<file path="config.mk">
export PLATFORM = sky130hd
export DESIGN_NAME = bmx_engine
export DESIGN_NICKNAME = d
export VERILOG_FILES = /design/src/core/bmx_pkg.sv /design/src/core/bmx_fifo_if.sv /design/src/core/bmx_mem.sv /design/src/core/bmx_fifo.sv /design/src/core/bmx_engine.sv
export VERILOG_INCLUDE_DIRS = /design/src /design/src/core
export SDC_FILE = /design/constraint.sdc
export NUM_CORES = 1
export LEC_CHECK = 0
export BUFFER_PORTS_ARGS = -buffer_cell sky130_fd_sc_hd__buf_2
export CAP_MARGIN = 20
export CORE_ASPECT_RATIO = 1.5
export CORE_UTILIZATION = 50
export DETAILED_ROUTE_END_ITERATION = 7
export GPL_ROUTABILITY_DRIVEN = 0
export PLACE_DENSITY = 0.7
export SLEW_MARGIN = 20
export SYNTH_ARGS = -nofsm -noshare
export SYNTH_HDL_FRONTEND = slang
export SYNTH_HIERARCHICAL = 1
export SYNTH_SLANG_ARGS = --single-unit
</file>
<file path="constraint.sdc">
create_clock -name clk -period 5.6 [get_ports clk]
set_clock_uncertainty 0.05 [all_clocks]
set_input_delay 0.84 -clock clk [delete_from_list [all_inputs] [get_ports clk]]
set_output_delay 0.84 -clock clk [all_outputs]
set_load 0.01 [all_outputs]
</file>
<file path="src/core/bmx_map.svh">
`ifndef BMX_MAP_SVH
`define BMX_MAP_SVH

// Register byte offsets on the control bus.
`define BMX_OFF_CTRL      8'h00
`define BMX_OFF_BASE      8'h04
`define BMX_OFF_LENGTH    8'h08
`define BMX_OFF_STATUS    8'h0C

// Field positions.
`define BMX_CTRL_GO       0
`define BMX_CTRL_FIXED    1
`define BMX_STAT_DONE     0
`define BMX_STAT_EARLY    1
`define BMX_STAT_BUSY     2

// Reset values and default sizes.
`define BMX_RST_WORD      32'h0000_0000
`define BMX_ADDR_BITS     32
`define BMX_WORD_BITS     32
`define BMX_FIFO_DEPTH    8
`define BMX_READ_VARIANT  1

`endif

</file>
<file path="src/core/bmx_pkg.sv">
package bmx_pkg;

  typedef enum logic [1:0] {
    st_idle,
    st_issue,
    st_wait
  } bmx_state_t;

endpackage

</file>
<file path="src/core/bmx_fifo_if.sv">
`timescale 1ns/1ps
`default_nettype none

interface bmx_fifo_if #(
  parameter int WIDTH = 32
);
  logic             push_valid;
  logic             push_ready;
  logic [WIDTH-1:0] push_data;
  logic             pop_valid;
  logic             pop_ready;
  logic [WIDTH-1:0] pop_data;

  modport feed  (output push_valid, push_data, pop_ready, input push_ready, pop_valid, pop_data);
  modport store (input push_valid, push_data, pop_ready, output push_ready, pop_valid, pop_data);
endinterface

`default_nettype wire

</file>
<file path="src/core/bmx_mem.sv">
`timescale 1ns/1ps
`default_nettype none

module bmx_mem
  import bmx_pkg::*;
#(
  parameter int WIDTH = 32,
  parameter int DEPTH = 8,
  parameter int AW    = 3
)(
  // Clock
  input  wire logic             clk,
  input  wire logic             ce,
  // Write port
  input  wire logic             we,
  input  wire logic [AW-1:0]    waddr,
  input  wire logic [WIDTH-1:0] wdata,
  // Read port
  input  wire logic [AW-1:0]    raddr,
  output logic      [WIDTH-1:0] rdata
);

  logic [WIDTH-1:0] cells [DEPTH];

  always_ff @(posedge clk)
  begin
    if (ce && we)
    begin
      cells[waddr] <= wdata;
    end
  end

  // The bypass lets a word written into an empty buffer show up one cycle later.
  always_ff @(posedge clk)
  begin
    if (ce)
    begin
      rdata <= (we && waddr == raddr) ? wdata : cells[raddr];
    end
  end

endmodule

`default_nettype wire

</file>
<file path="src/core/bmx_fifo.sv">
`timescale 1ns/1ps
`default_nettype none

`include "bmx_map.svh"

module bmx_fifo
  import bmx_pkg::*;
#(
  parameter int WIDTH = 32,
  parameter int DEPTH = `BMX_FIFO_DEPTH
)(
  // Clock and reset
  input  wire logic clk,
  input  wire logic reset,
  input  wire logic ce,
  // Both sides of the buffer
  bmx_fifo_if.store port
);

  // Depth must be a power of two so the pointers wrap by themselves.
  localparam int AW = $clog2(DEPTH);

  logic [AW-1:0] wr_ptr;
  logic [AW-1:0] rd_ptr;
  logic [AW:0]   count;
  logic          full;
  logic          not_empty;
  logic          push;
  logic          pop;
  logic [AW-1:0] next_rd_ptr;
  logic [AW:0]   next_count;

  assign push        = port.push_valid && !full;
  assign pop         = port.pop_ready && not_empty;
  assign next_rd_ptr = pop ? rd_ptr + AW'(1) : rd_ptr;
  assign next_count  = count + (AW+1)'(push) - (AW+1)'(pop);

  assign port.push_ready = !full;
  assign port.pop_valid  = not_empty;

  always_ff @(posedge clk)
  begin
    if (reset)
    begin
      wr_ptr    <= '0;
      rd_ptr    <= '0;
      count     <= '0;
      full      <= 1'b0;
      not_empty <= 1'b0;
    end
    else if (ce)
    begin
      if (push)
      begin
        wr_ptr <= wr_ptr + AW'(1);
      end
      rd_ptr    <= next_rd_ptr;
      count     <= next_count;
      full      <= next_count == (AW+1)'(DEPTH);
      not_empty <= next_count != '0;
    end
  end

  bmx_mem #(
    .WIDTH (WIDTH),
    .DEPTH (DEPTH),
    .AW    (AW)
  ) u_mem (
    .clk   (clk),
    .ce    (ce),
    .we    (push),
    .waddr (wr_ptr),
    .wdata (port.push_data),
    .raddr (next_rd_ptr),
    .rdata (port.pop_data)
  );

endmodule

`default_nettype wire

</file>
<file path="src/core/bmx_engine.sv">
// What this block does
// [RQ1] With the fixed option captured, every bus access uses the same start address.
// [RQ2] Start address is a word aligned byte address; the transfer begins there.
// [RQ3] Software gives length in bytes, a whole multiple of the word size.
// [RQ4] The start strobe lasts one cycle and captures fixed, address and length.
// [RQ5] Completion rises and holds after the last write ack or last read return.
// [RQ6] A new start is taken from the cycle after completion rises.
// [RQ7] Read variant only: early completion rises when the last read is issued.
// [RQ8] Start address and length are addr_bits_param bits wide.
// [RQ9] Read variant: data output shows the oldest buffered word while data is present.
// [RQ10] Read variant: data-present is high exactly while the buffer holds a word.
// [RQ11] User never acknowledges a read while data-present is low.
// [RQ12] After a read acknowledge the next buffered word shows on the following cycle.
// [RQ13] User data ports are word_bits_param bits wide.
// [RQ14] Write variant: user offers words with the qualifier only while not full.
// [RQ15] Write variant: buffer-full is high whenever the buffer cannot take a word.
// [RQ16] Write variant: each qualified cycle pushes one word; none while full.
// [RQ17] Without the fixed option the address steps by the word size per word.
// [RQ18] Reset clears completion, empties the buffer and leaves the engine idle.
`timescale 1ns/1ps
`default_nettype none

`include "bmx_map.svh"

module bmx_engine
  import bmx_pkg::*;
#(
  parameter int addr_bits_param = `BMX_ADDR_BITS,
  parameter int word_bits_param = `BMX_WORD_BITS,
  parameter int fifo_depth      = `BMX_FIFO_DEPTH,
  parameter bit read_variant    = `BMX_READ_VARIANT
)(
  // Clock, reset and clock enable
  input  wire logic                         clk,
  input  wire logic                         reset,
  input  wire logic                         ce,
  // Register bus slave
  input  wire logic                         wb_cyc_i,
  input  wire logic                         wb_stb_i,
  input  wire logic                         wb_we_i,
  input  wire logic [7:0]                   wb_adr_i,
  input  wire logic [3:0]                   wb_sel_i,
  input  wire logic [31:0]                  wb_dat_i,
  output logic      [31:0]                  wb_dat_o,
  output logic                              wb_ack_o,
  // Memory bus master
  output logic                              mem_cyc_o,
  output logic                              mem_stb_o,
  output logic                              mem_we_o,
  output logic      [addr_bits_param-1:0]   mem_adr_o,
  output logic      [word_bits_param/8-1:0] mem_sel_o,
  output logic      [word_bits_param-1:0]   mem_dat_o,
  input  wire logic [word_bits_param-1:0]   mem_dat_i,
  input  wire logic                         mem_ack_i,
  // User data port, read variant
  input  wire logic                         user_read_ack,
  output logic      [word_bits_param-1:0]   user_data_out,
  output logic                              user_data_avail,
  // User data port, write variant
  input  wire logic                         user_write_valid,
  input  wire logic [word_bits_param-1:0]   user_data_in,
  output logic                              user_buffer_full,
  // Completion
  output logic                              done,
  output logic                              early_done
);

  localparam int                   A    = addr_bits_param;
  localparam int                   W    = word_bits_param;
  localparam int                   LOWB = $clog2(W / 8);
  localparam logic [A-1:0]         STEP = A'(W / 8);

  bmx_fifo_if #(.WIDTH(W)) buf_if ();

  bmx_state_t   state;
  logic [A-1:0] base_reg;
  logic [A-1:0] length_reg;
  logic         fixed_reg;
  logic         run_fixed;
  logic [A-1:0] cur_addr;
  logic [A-1:0] remaining;
  logic         wb_req;
  logic         wb_wr;
  logic         go;
  logic         go_fixed;
  logic         can_issue;
  logic         last_word;
  logic         bus_done;

  function automatic logic [31:0] bmx_merge(
    input logic [31:0] old_v,
    input logic [31:0] new_v,
    input logic [3:0]  sel
  );
    logic [31:0] res;
    res = old_v;
    for (int i = 0; i < 4; i++)
    begin
      if (sel[i])
      begin
        res[8*i +: 8] = new_v[8*i +: 8];
      end
    end
    return res;
  endfunction

  // Register bus: a write takes effect on the edge where ack is high.
  assign wb_req   = wb_cyc_i && wb_stb_i;
  assign wb_wr    = wb_req && wb_we_i && wb_ack_o;
  assign go       = wb_wr && wb_adr_i == `BMX_OFF_CTRL && wb_sel_i[0]
                    && wb_dat_i[`BMX_CTRL_GO] && state == st_idle; // [RQ4] [RQ6]
  assign go_fixed = wb_dat_i[`BMX_CTRL_FIXED];

  always_ff @(posedge clk)
  begin
    if (reset)
    begin
      wb_ack_o <= 1'b0;
    end
    else if (ce)
    begin
      wb_ack_o <= wb_req && !wb_ack_o;
    end
  end

  always_ff @(posedge clk)
  begin
    if (reset)
    begin
      base_reg   <= A'(`BMX_RST_WORD);
      length_reg <= A'(`BMX_RST_WORD);
      fixed_reg  <= 1'b0;
    end
    else if (ce && wb_wr)
    begin
      if (wb_adr_i == `BMX_OFF_CTRL)
      begin
        if (wb_sel_i[0])
        begin
          fixed_reg <= go_fixed;
        end
      end
      else if (wb_adr_i == `BMX_OFF_BASE)
      begin
        base_reg <= A'(bmx_merge(32'(base_reg), wb_dat_i, wb_sel_i)); // [RQ8]
      end
      else if (wb_adr_i == `BMX_OFF_LENGTH)
      begin
        length_reg <= A'(bmx_merge(32'(length_reg), wb_dat_i, wb_sel_i)); // [RQ8]
      end
    end
  end

  // Unmapped offsets are acknowledged and read as zero.
  always_ff @(posedge clk)
  begin
    if (reset)
    begin
      wb_dat_o <= `BMX_RST_WORD;
    end
    else if (ce)
    begin
      wb_dat_o <= `BMX_RST_WORD;
      if (wb_adr_i == `BMX_OFF_CTRL)
      begin
        wb_dat_o[`BMX_CTRL_FIXED] <= fixed_reg;
      end
      else if (wb_adr_i == `BMX_OFF_BASE)
      begin
        wb_dat_o <= 32'(base_reg);
      end
      else if (wb_adr_i == `BMX_OFF_LENGTH)
      begin
        wb_dat_o <= 32'(length_reg);
      end
      else if (wb_adr_i == `BMX_OFF_STATUS)
      begin
        wb_dat_o[`BMX_STAT_DONE]  <= done;
        wb_dat_o[`BMX_STAT_EARLY] <= early_done;
        wb_dat_o[`BMX_STAT_BUSY]  <= state != st_idle;
      end
    end
  end

  // A length below one word is treated as the final word, so a bad length cannot hang the engine.
  assign last_word = remaining <= STEP; // [RQ3]
  assign can_issue = read_variant ? buf_if.push_ready : buf_if.pop_valid;
  assign bus_done  = state == st_wait && mem_ack_i;

  always_ff @(posedge clk)
  begin
    if (reset)
    begin
      state <= st_idle; // [RQ18]
    end
    else if (ce)
    begin
      case (state)
        st_idle:
        begin
          if (go && length_reg != '0)
          begin
            state <= st_issue;
          end
        end
        st_issue:
        begin
          if (can_issue)
          begin
            state <= st_wait;
          end
        end
        st_wait:
        begin
          if (mem_ack_i)
          begin
            state <= last_word ? st_idle : st_issue;
          end
        end
        default:
        begin
          state <= st_idle;
        end
      endcase
    end
  end

  // Transfer bookkeeping: captured start values, address and bytes left.
  always_ff @(posedge clk)
  begin
    if (reset)
    begin
      cur_addr  <= '0;
      remaining <= '0;
      run_fixed <= 1'b0;
    end
    else if (ce)
    begin
      if (go)
      begin
        cur_addr  <= {base_reg[A-1:LOWB], LOWB'(0)}; // [RQ2] [RQ4]
        remaining <= length_reg; // [RQ4]
        run_fixed <= go_fixed; // [RQ4]
      end
      else if (bus_done)
      begin
        remaining <= remaining - STEP;
        if (!run_fixed)
        begin
          cur_addr <= cur_addr + STEP; // [RQ17]
        end
      end
    end
  end

  // Memory bus master: classic cycle held until ack.
  always_ff @(posedge clk)
  begin
    if (reset)
    begin
      mem_cyc_o <= 1'b0;
      mem_stb_o <= 1'b0;
      mem_we_o  <= 1'b0;
      mem_adr_o <= '0;
      mem_sel_o <= '0;
      mem_dat_o <= '0;
    end
    else if (ce)
    begin
      mem_sel_o <= '1;
      if (state == st_issue && can_issue)
      begin
        mem_cyc_o <= 1'b1;
        mem_stb_o <= 1'b1;
        mem_we_o  <= !read_variant;
        mem_adr_o <= cur_addr; // [RQ1]
        mem_dat_o <= buf_if.pop_data;
      end
      else if (bus_done)
      begin
        mem_cyc_o <= 1'b0;
        mem_stb_o <= 1'b0;
      end
    end
  end

  always_ff @(posedge clk)
  begin
    if (reset)
    begin
      done       <= 1'b0; // [RQ18]
      early_done <= 1'b0; // [RQ18]
    end
    else if (ce)
    begin
      if (go)
      begin
        done       <= length_reg == '0;
        early_done <= read_variant && length_reg == '0;
      end
      else
      begin
        if (bus_done && last_word)
        begin
          done <= 1'b1; // [RQ5]
        end
        if (read_variant && state == st_issue && can_issue && last_word)
        begin
          early_done <= 1'b1; // [RQ7]
        end
      end
    end
  end

  // Buffer steering. Reads are only issued with room, so a returning word always fits.
  assign buf_if.push_valid = read_variant ? bus_done : user_write_valid; // [RQ16]
  assign buf_if.push_data  = read_variant ? mem_dat_i : user_data_in; // [RQ13]
  assign buf_if.pop_ready  = read_variant ? user_read_ack
                                          : (state == st_issue && can_issue); // [RQ12]

  // Misused strobes are ignored by the buffer: no underflow, and words offered while full are dropped.
  assign user_data_out    = read_variant ? buf_if.pop_data : '0; // [RQ9] [RQ13]
  assign user_data_avail  = read_variant ? buf_if.pop_valid : 1'b0; // [RQ10]
  assign user_buffer_full = read_variant ? 1'b0 : !buf_if.push_ready; // [RQ15]

  bmx_fifo #(
    .WIDTH (W),
    .DEPTH (fifo_depth)
  ) u_fifo (
    .clk   (clk),
    .reset (reset),
    .ce    (ce),
    .port  (buf_if.store)
  );

endmodule

`default_nettype wire

</file>
* Yosys cells after proc, flatten, opt, wreduce, memory -nomap -nowiden
Memory sizes are Yosys's and may differ from the RTL's. A register that Yosys moved wholly into a read port is not among the register bits.
Index checks and enable logic that the tools add are counted.
** Cells by class
- $add $sub $neg :: 6
- Magnitude comparators :: 1
- Eq/ne operators :: 10
- Multiplexer cells :: 26
- Bitwise gates (word level) :: 2
- Reductions and logical operators :: 47
** Operator list (number)
- 2-to-1 mux 32 bit :: 6
- adder 32 x 3 -> 32 bit (second input constant) :: 1
- less-or-equal comparator 32 x 3 -> 1 bit (second input constant) :: 1
- logical NOT 32 bit :: 1
- nonzero test 32 bit :: 1
- subtractor 32 x 3 -> 32 bit (second input constant) :: 1
- 2-to-1 mux 30 bit :: 1
- 2-to-1 mux 29 bit :: 1
- AND reduction 4 bit :: 5
- AND reduction 5 bit :: 4
- logical AND 1 bit :: 17
- equality test 8 x 4 -> 1 bit (second input constant) :: 2
- AND reduction 2 bit :: 7
- 2-to-1 mux 1 bit :: 11
- nonzero test 2 bit :: 5
- 2-to-1 mux 3 bit :: 3
- equality test 8 x 3 -> 1 bit (second input constant) :: 1
- logical NOT 8 bit :: 1
- adder 3 x 1 -> 3 bit (second input constant) :: 2
- 2-to-1 mux 2 bit :: 3
- case mux 2 bit (3 select lines) :: 1
- AND reduction 3 bit :: 2
- adder 4 x 1 -> 4 bit :: 1
- equality test 4 bit (second input constant) :: 1
- other kinds (9) :: 13
** Storage, ports and cells
- Register bits :: 245
- Bits in writable memories :: 256
- Bits of input ports :: 117
- Output and inout bits :: 140
- Logic and storage cells :: 119
- Memories :: 1
** Memories
- u_fifo.u_mem.cells :: depth 8, width 32, rd ports 1, clocked after memory_dff 1, wr ports 1, line bmx_mem.sv:23 : logic [WIDTH-1:0] cells [DEPTH];

* Logic depth before layout (Yosys ltp)
- Depth after elaboration :: 10
- Depth in mapped cells :: 12
- Mapped depth without buffers :: 11

* Cells and area by module
The synthesis kept the hierarchy.
** By module, submodules not included
- bmx_mem :: instances 1, cells an instance 456, area an instance 11194.5 µm², seq. area each 8648.3 µm²
- bmx_engine :: instances 1, cells an instance 1294, area an instance 10443.8 µm², seq. area each 4584.4 µm²
- bmx_fifo :: instances 1, cells an instance 75, area an instance 680.7 µm², seq. area each 240.2 µm²

* Least setup slack after synthesis
OpenSTA, ideal clock, no wires.
- Kind :: input port to flip-flop
- Start :: input port mem_ack_i
- End :: memory u_fifo.u_mem.cells[0][0] (enable)
- Setup time :: 0.461 ns
- Arrival :: 3.785 ns
- Required time :: 5.089 ns
- Path slack :: 1.304 ns
- Stages on the path :: 6
- Buffers on the path :: 0
- Cells stage by stage :: nand2_1 nor2_1 nor2b_2 nand2_1 or2_2 nor3_1
** On the way
- Word-level cells in the longest chain between the ends :: 5
** RTL lines
- start: declaration :: line bmx_engine.sv:54 : input wire logic mem_ack_i,
- logical AND 1 bit :: line bmx_engine.sv:188 : assign bus_done = state == st_wait && mem_ack_i;
- net buf_if.push_valid :: line bmx_fifo_if.sv:7 : logic push_valid;
- logical AND 1 bit :: line bmx_fifo.sv:33 : assign push = port.push_valid && !full;
- net u_fifo.push :: line bmx_fifo.sv:28 : logic push;
- logical AND 1 bit :: line bmx_mem.sv:27 : if (ce && we)
- 2-to-1 mux 1 bit :: line bmx_mem.sv:27
- 2-to-1 mux 1 bit (implied by the code) :: line bmx_mem.sv:29 : cells[waddr] <= wdata;
- end: declaration :: line bmx_mem.sv:23
The timed path passes the listed nets, and every way through them passes these cells.

* Worst setup path after layout
- Start :: register u_fifo.not_empty (netlist: u_fifo/port.pop_valid)
- End :: register u_fifo.u_mem.rdata[26], read port of u_fifo.u_mem.cells (data pin)
** On the way
- Word-level cells in the longest chain between the ends :: 2
** RTL lines
- start: declaration :: line bmx_fifo.sv:27 : logic not_empty;
- start signal: assignment :: line bmx_fifo.sv:49 : not_empty <= 1'b0;
- start signal: assignment :: line bmx_fifo.sv:60 : not_empty <= next_count != '0;
- logical AND 1 bit :: line bmx_fifo.sv:34 : assign pop = port.pop_ready && not_empty;
- 2-to-1 mux 3 bit :: line bmx_fifo.sv:35 : assign next_rd_ptr = pop ? rd_ptr + AW'(1) : rd_ptr;
- net u_fifo.next_rd_ptr[0] :: line bmx_fifo.sv:30 : logic [AW-1:0] next_rd_ptr;
- end: declaration :: line bmx_mem.sv:20 : output logic [WIDTH-1:0] rdata
The timed path passes the listed nets, and every way through them passes these cells.
A chain may end at the register's enable or synchronous reset.

==> impl_metrics.yaml <==
yosys:
  synth_seq_cells: 529
  synth_cell_types: 75
  ys.flop_type: "edfxtp_1"
  synth_seq_area_share: 0.6037
  synthArstFlopShare: 0
  synth_cells: 1825
  yosys-top-cells-area: "edfxtp_1, dfxtp_1, mux4_2"
  synth.avg_cell_area_um2: 12.23
  synth_area_um2: 22320
  yosys.area.top_type: "edfxtp_1"
  synth-edff-count: 288
  ys_warn_count: 6
  synth.top_cell.area_share: 0.3875
floorplan:
  initial_core_util: 0.5074
  pin_count: 257
  die_h_um: 260.8
  num_rows: 94
  core_um2: 43990
  die_w_um: 174.5
  dieArea_um2: 45500
global_routing:
  overflow: 0
  grt_max_degree: 123
  grt.total_usage: 0.2507
  grt_pass1_wl_mm: 87.30
  antenna_found_initial: 10
  grt_pass1_vias: 15207
timing:
  fin_ws_ps: 2421
  fmax_ghz: 0.3146
  rsz0062_at_grt: "false"
  setup_violations: 0
  fin_crit_ps: 3179
  fin_setup_tns_ps: 0
  hold_violations: 0
  worstMarginPinSlew_ps: 1083
  timing.slew.headroom: 0.2783
  final.period_utilization: 0.5677
  slew_viol_final: 0
cts:
  insertion_delay_ps: 570
  cts-root-buf: "clkbuf_16"
  cts.sinks: 529
  cts_hold_buffers: 0
  cts_setup_buffers: 0
  htreeDepth: 2
  cts-buffers-inserted: 49
  postCtsResizedCells: 0
  cts_tree: "yes"
  clkSlewWorstSetupHoldPaths_ps: 60
  cts_buffer_depth: 3
final_layout:
  drive_gt1_frac: 0.2442
  largest_reg_flops: 256
  fin_nets: 2117
  syn_to_final_growth_pct: 14.42
  top_register: "u_fifo/u_mem/cells"
setup_path:
  cp.arrival_ps: 3440
  crit_fanout: 65
  crit_type: "reg2reg"
  r2r_slack_ps: 2420
  critPathCaptureType: "flip-flop"
  cp-start-kind: "flip-flop"
  crit_required_ps: 5860
pwr:
  p_leak_uw: 0.008996
  powerDensity_nw_per_um2: 314.7
  ir_worst_vdd_v: 0.0002827
placement:
  pre_cts_slack_ps: 1835
  dp_hpwl_mm: 36.42
  io_buffers: 219
drt:
  top_layer: "met5"
  drtIter0Drc: 1141
  dr.pass1.iters: 6
  drt-met1-wl_mm: 21.21
  dr_wl_met3_mm: 2.799
  vias_per_cell: 5.932
  vias: 15476
  wl_mm: 57.78
  wl_per_cell_um: 22.15
  drc: 0
  postRouteAntennaNets: 0
  wl_met2_mm: 30.08
run_status:
  status: "finished, final reports clean"
worst_hold_path:
  hold_class: "reg2reg"
run:
  max-cap-violations: 0
through the flow:
step / instance area (µm²) / util / total power (µW) / hold WS [ps] / instances
floorplan: 22330 / - / 4503 / 386.0 / 1828
global placement: 23790 / 0.5408 / 4625 / 389.9 / 2515
detailed placement: 23790 / 0.5408 / 4634 / 394.0 / 2515
CTS: 25490 / 0.5796 / 8105 / 402.9 / 2606
global route: 25540 / 0.5806 / 8278 / 420.0 / 2609
finish: 25540 / 0.5806 / 8036 / 401.9 / 2609
power breakdown:
group	internal [µW]	switching (µW)	leakage [µW]
sequential	4110	22.6	0.00455
combinational	198	215	0.00361
clock	2040	1450	0.000828
total	6350	1680	0.00900
critical path: stages (launching register included):
cell and delay, ps:
dfxtp_1 420, nand2_1 190, xnor2_2 220, buf_12 440, xor2_1 130, or4_2 650, buf_4 380, mux2_4 400
synth_stat cells (9+ instances only):
cell type,number
nor3_1,26
nor4_1,22
mux2i_1,57
inv_1,21
and3_1,14
a2bb2oi_1,29
buf_6,11
a22oi_1,31
mux2_4,31
nor2_1,148
and2_1,22
o21ai_0,69
dfxtp_1,241
edfxtp_1,288
buf_2,17
nor2b_1,9
o32ai_1,10
a211oi_1,21
nand2_1,195
and4_1,13
nand4_1,22
a21oi_1,147
clkbuf_1,91
nand3_1,46
buf_4,12
mux4_2,64
mux2_2,38
logic make-up after synthesis:
logic type,after synthesis,synth area share
buffers and inverters,158,0.03324
and+or+nand+nor,561,0.1201
other,1,0.0001680
adders and majority gates,9,0.005382
AOI/OAI and AO/OA,366,0.1030
muxes,190,0.1302
xor gates and xnor gates,11,0.004317
DFF,529,0.6037
layout make-up:
| cell class | instances | area [µm²] |
|---|---|---|
| fill | 3634 | 18450 |
| sequential | 529 | 13470 |
| multi-input combinational | 1141 | 8184 |
| clock buffer | 67 | 1405 |
| timing repair buffer | 249 | 1373 |
| tap | 576 | 720.7 |
| clock inverter | 24 | 299.0 |
| inverter | 21 | 78.83 |
| antenna | 2 | 5.005 |
per-layer routing:
| metal | GRT usage | up-vias |
|---|---|---|
| met4 | 0.1570 | 12 |
| met5 | 0 | - |
| met1 | 0.2749 | 7668 |
| met2 | 0.4526 | 507 |
| met3 | 0.03919 | 141 |
| li1 | - | 7148 |
final timing paths:
kind	depth (start not counted)	end	from
hold / removal	2	mem_adr_o[24]$_SDFFE_PP0P_	mem_adr_o[24]$_SDFFE_PP0P_
setup reg to reg	7	u_fifo/u_mem/rdata[26]$_DFFE_PP_	u_fifo/port.pop_valid$_SDFFE_PP0P_
setup / recovery	7	u_fifo/u_mem/rdata[26]$_DFFE_PP_	u_fifo/port.pop_valid$_SDFFE_PP0P_
hold reg to reg	2	mem_adr_o[24]$_SDFFE_PP0P_	mem_adr_o[24]$_SDFFE_PP0P_
layout by cell type, fill, tap and decap left out, types with 7 or more instances in the layout:
cell and n:
edfxtp_1 288, dfxtp_1 241, buf_2 218, nand2_1 195, a21oi_1 145, nor2_1 142, o21ai_0 68, mux4_2 64
mux2i_1 57, clkbuf_16 50, nand3_1 46, mux2_2 38, a22oi_1 31, mux2_4 31, a2bb2oi_1 29, buf_4 27
nor3_1 24, nand4_1 22, and2_1 22, nor4_1 21, a211oi_1 21, inv_1 20, and3_1 14, and4_1 11
o32ai_1 10, nor2b_1 9, clkbuf_8 9, a31oi_1 8, ha_1 8, clkbuf_1 8, nor3b_1 7, clkinv_1 7
o22ai_1 7, clkinv_2 7, xor2_1 7
(Power assumes the default switching activity.)
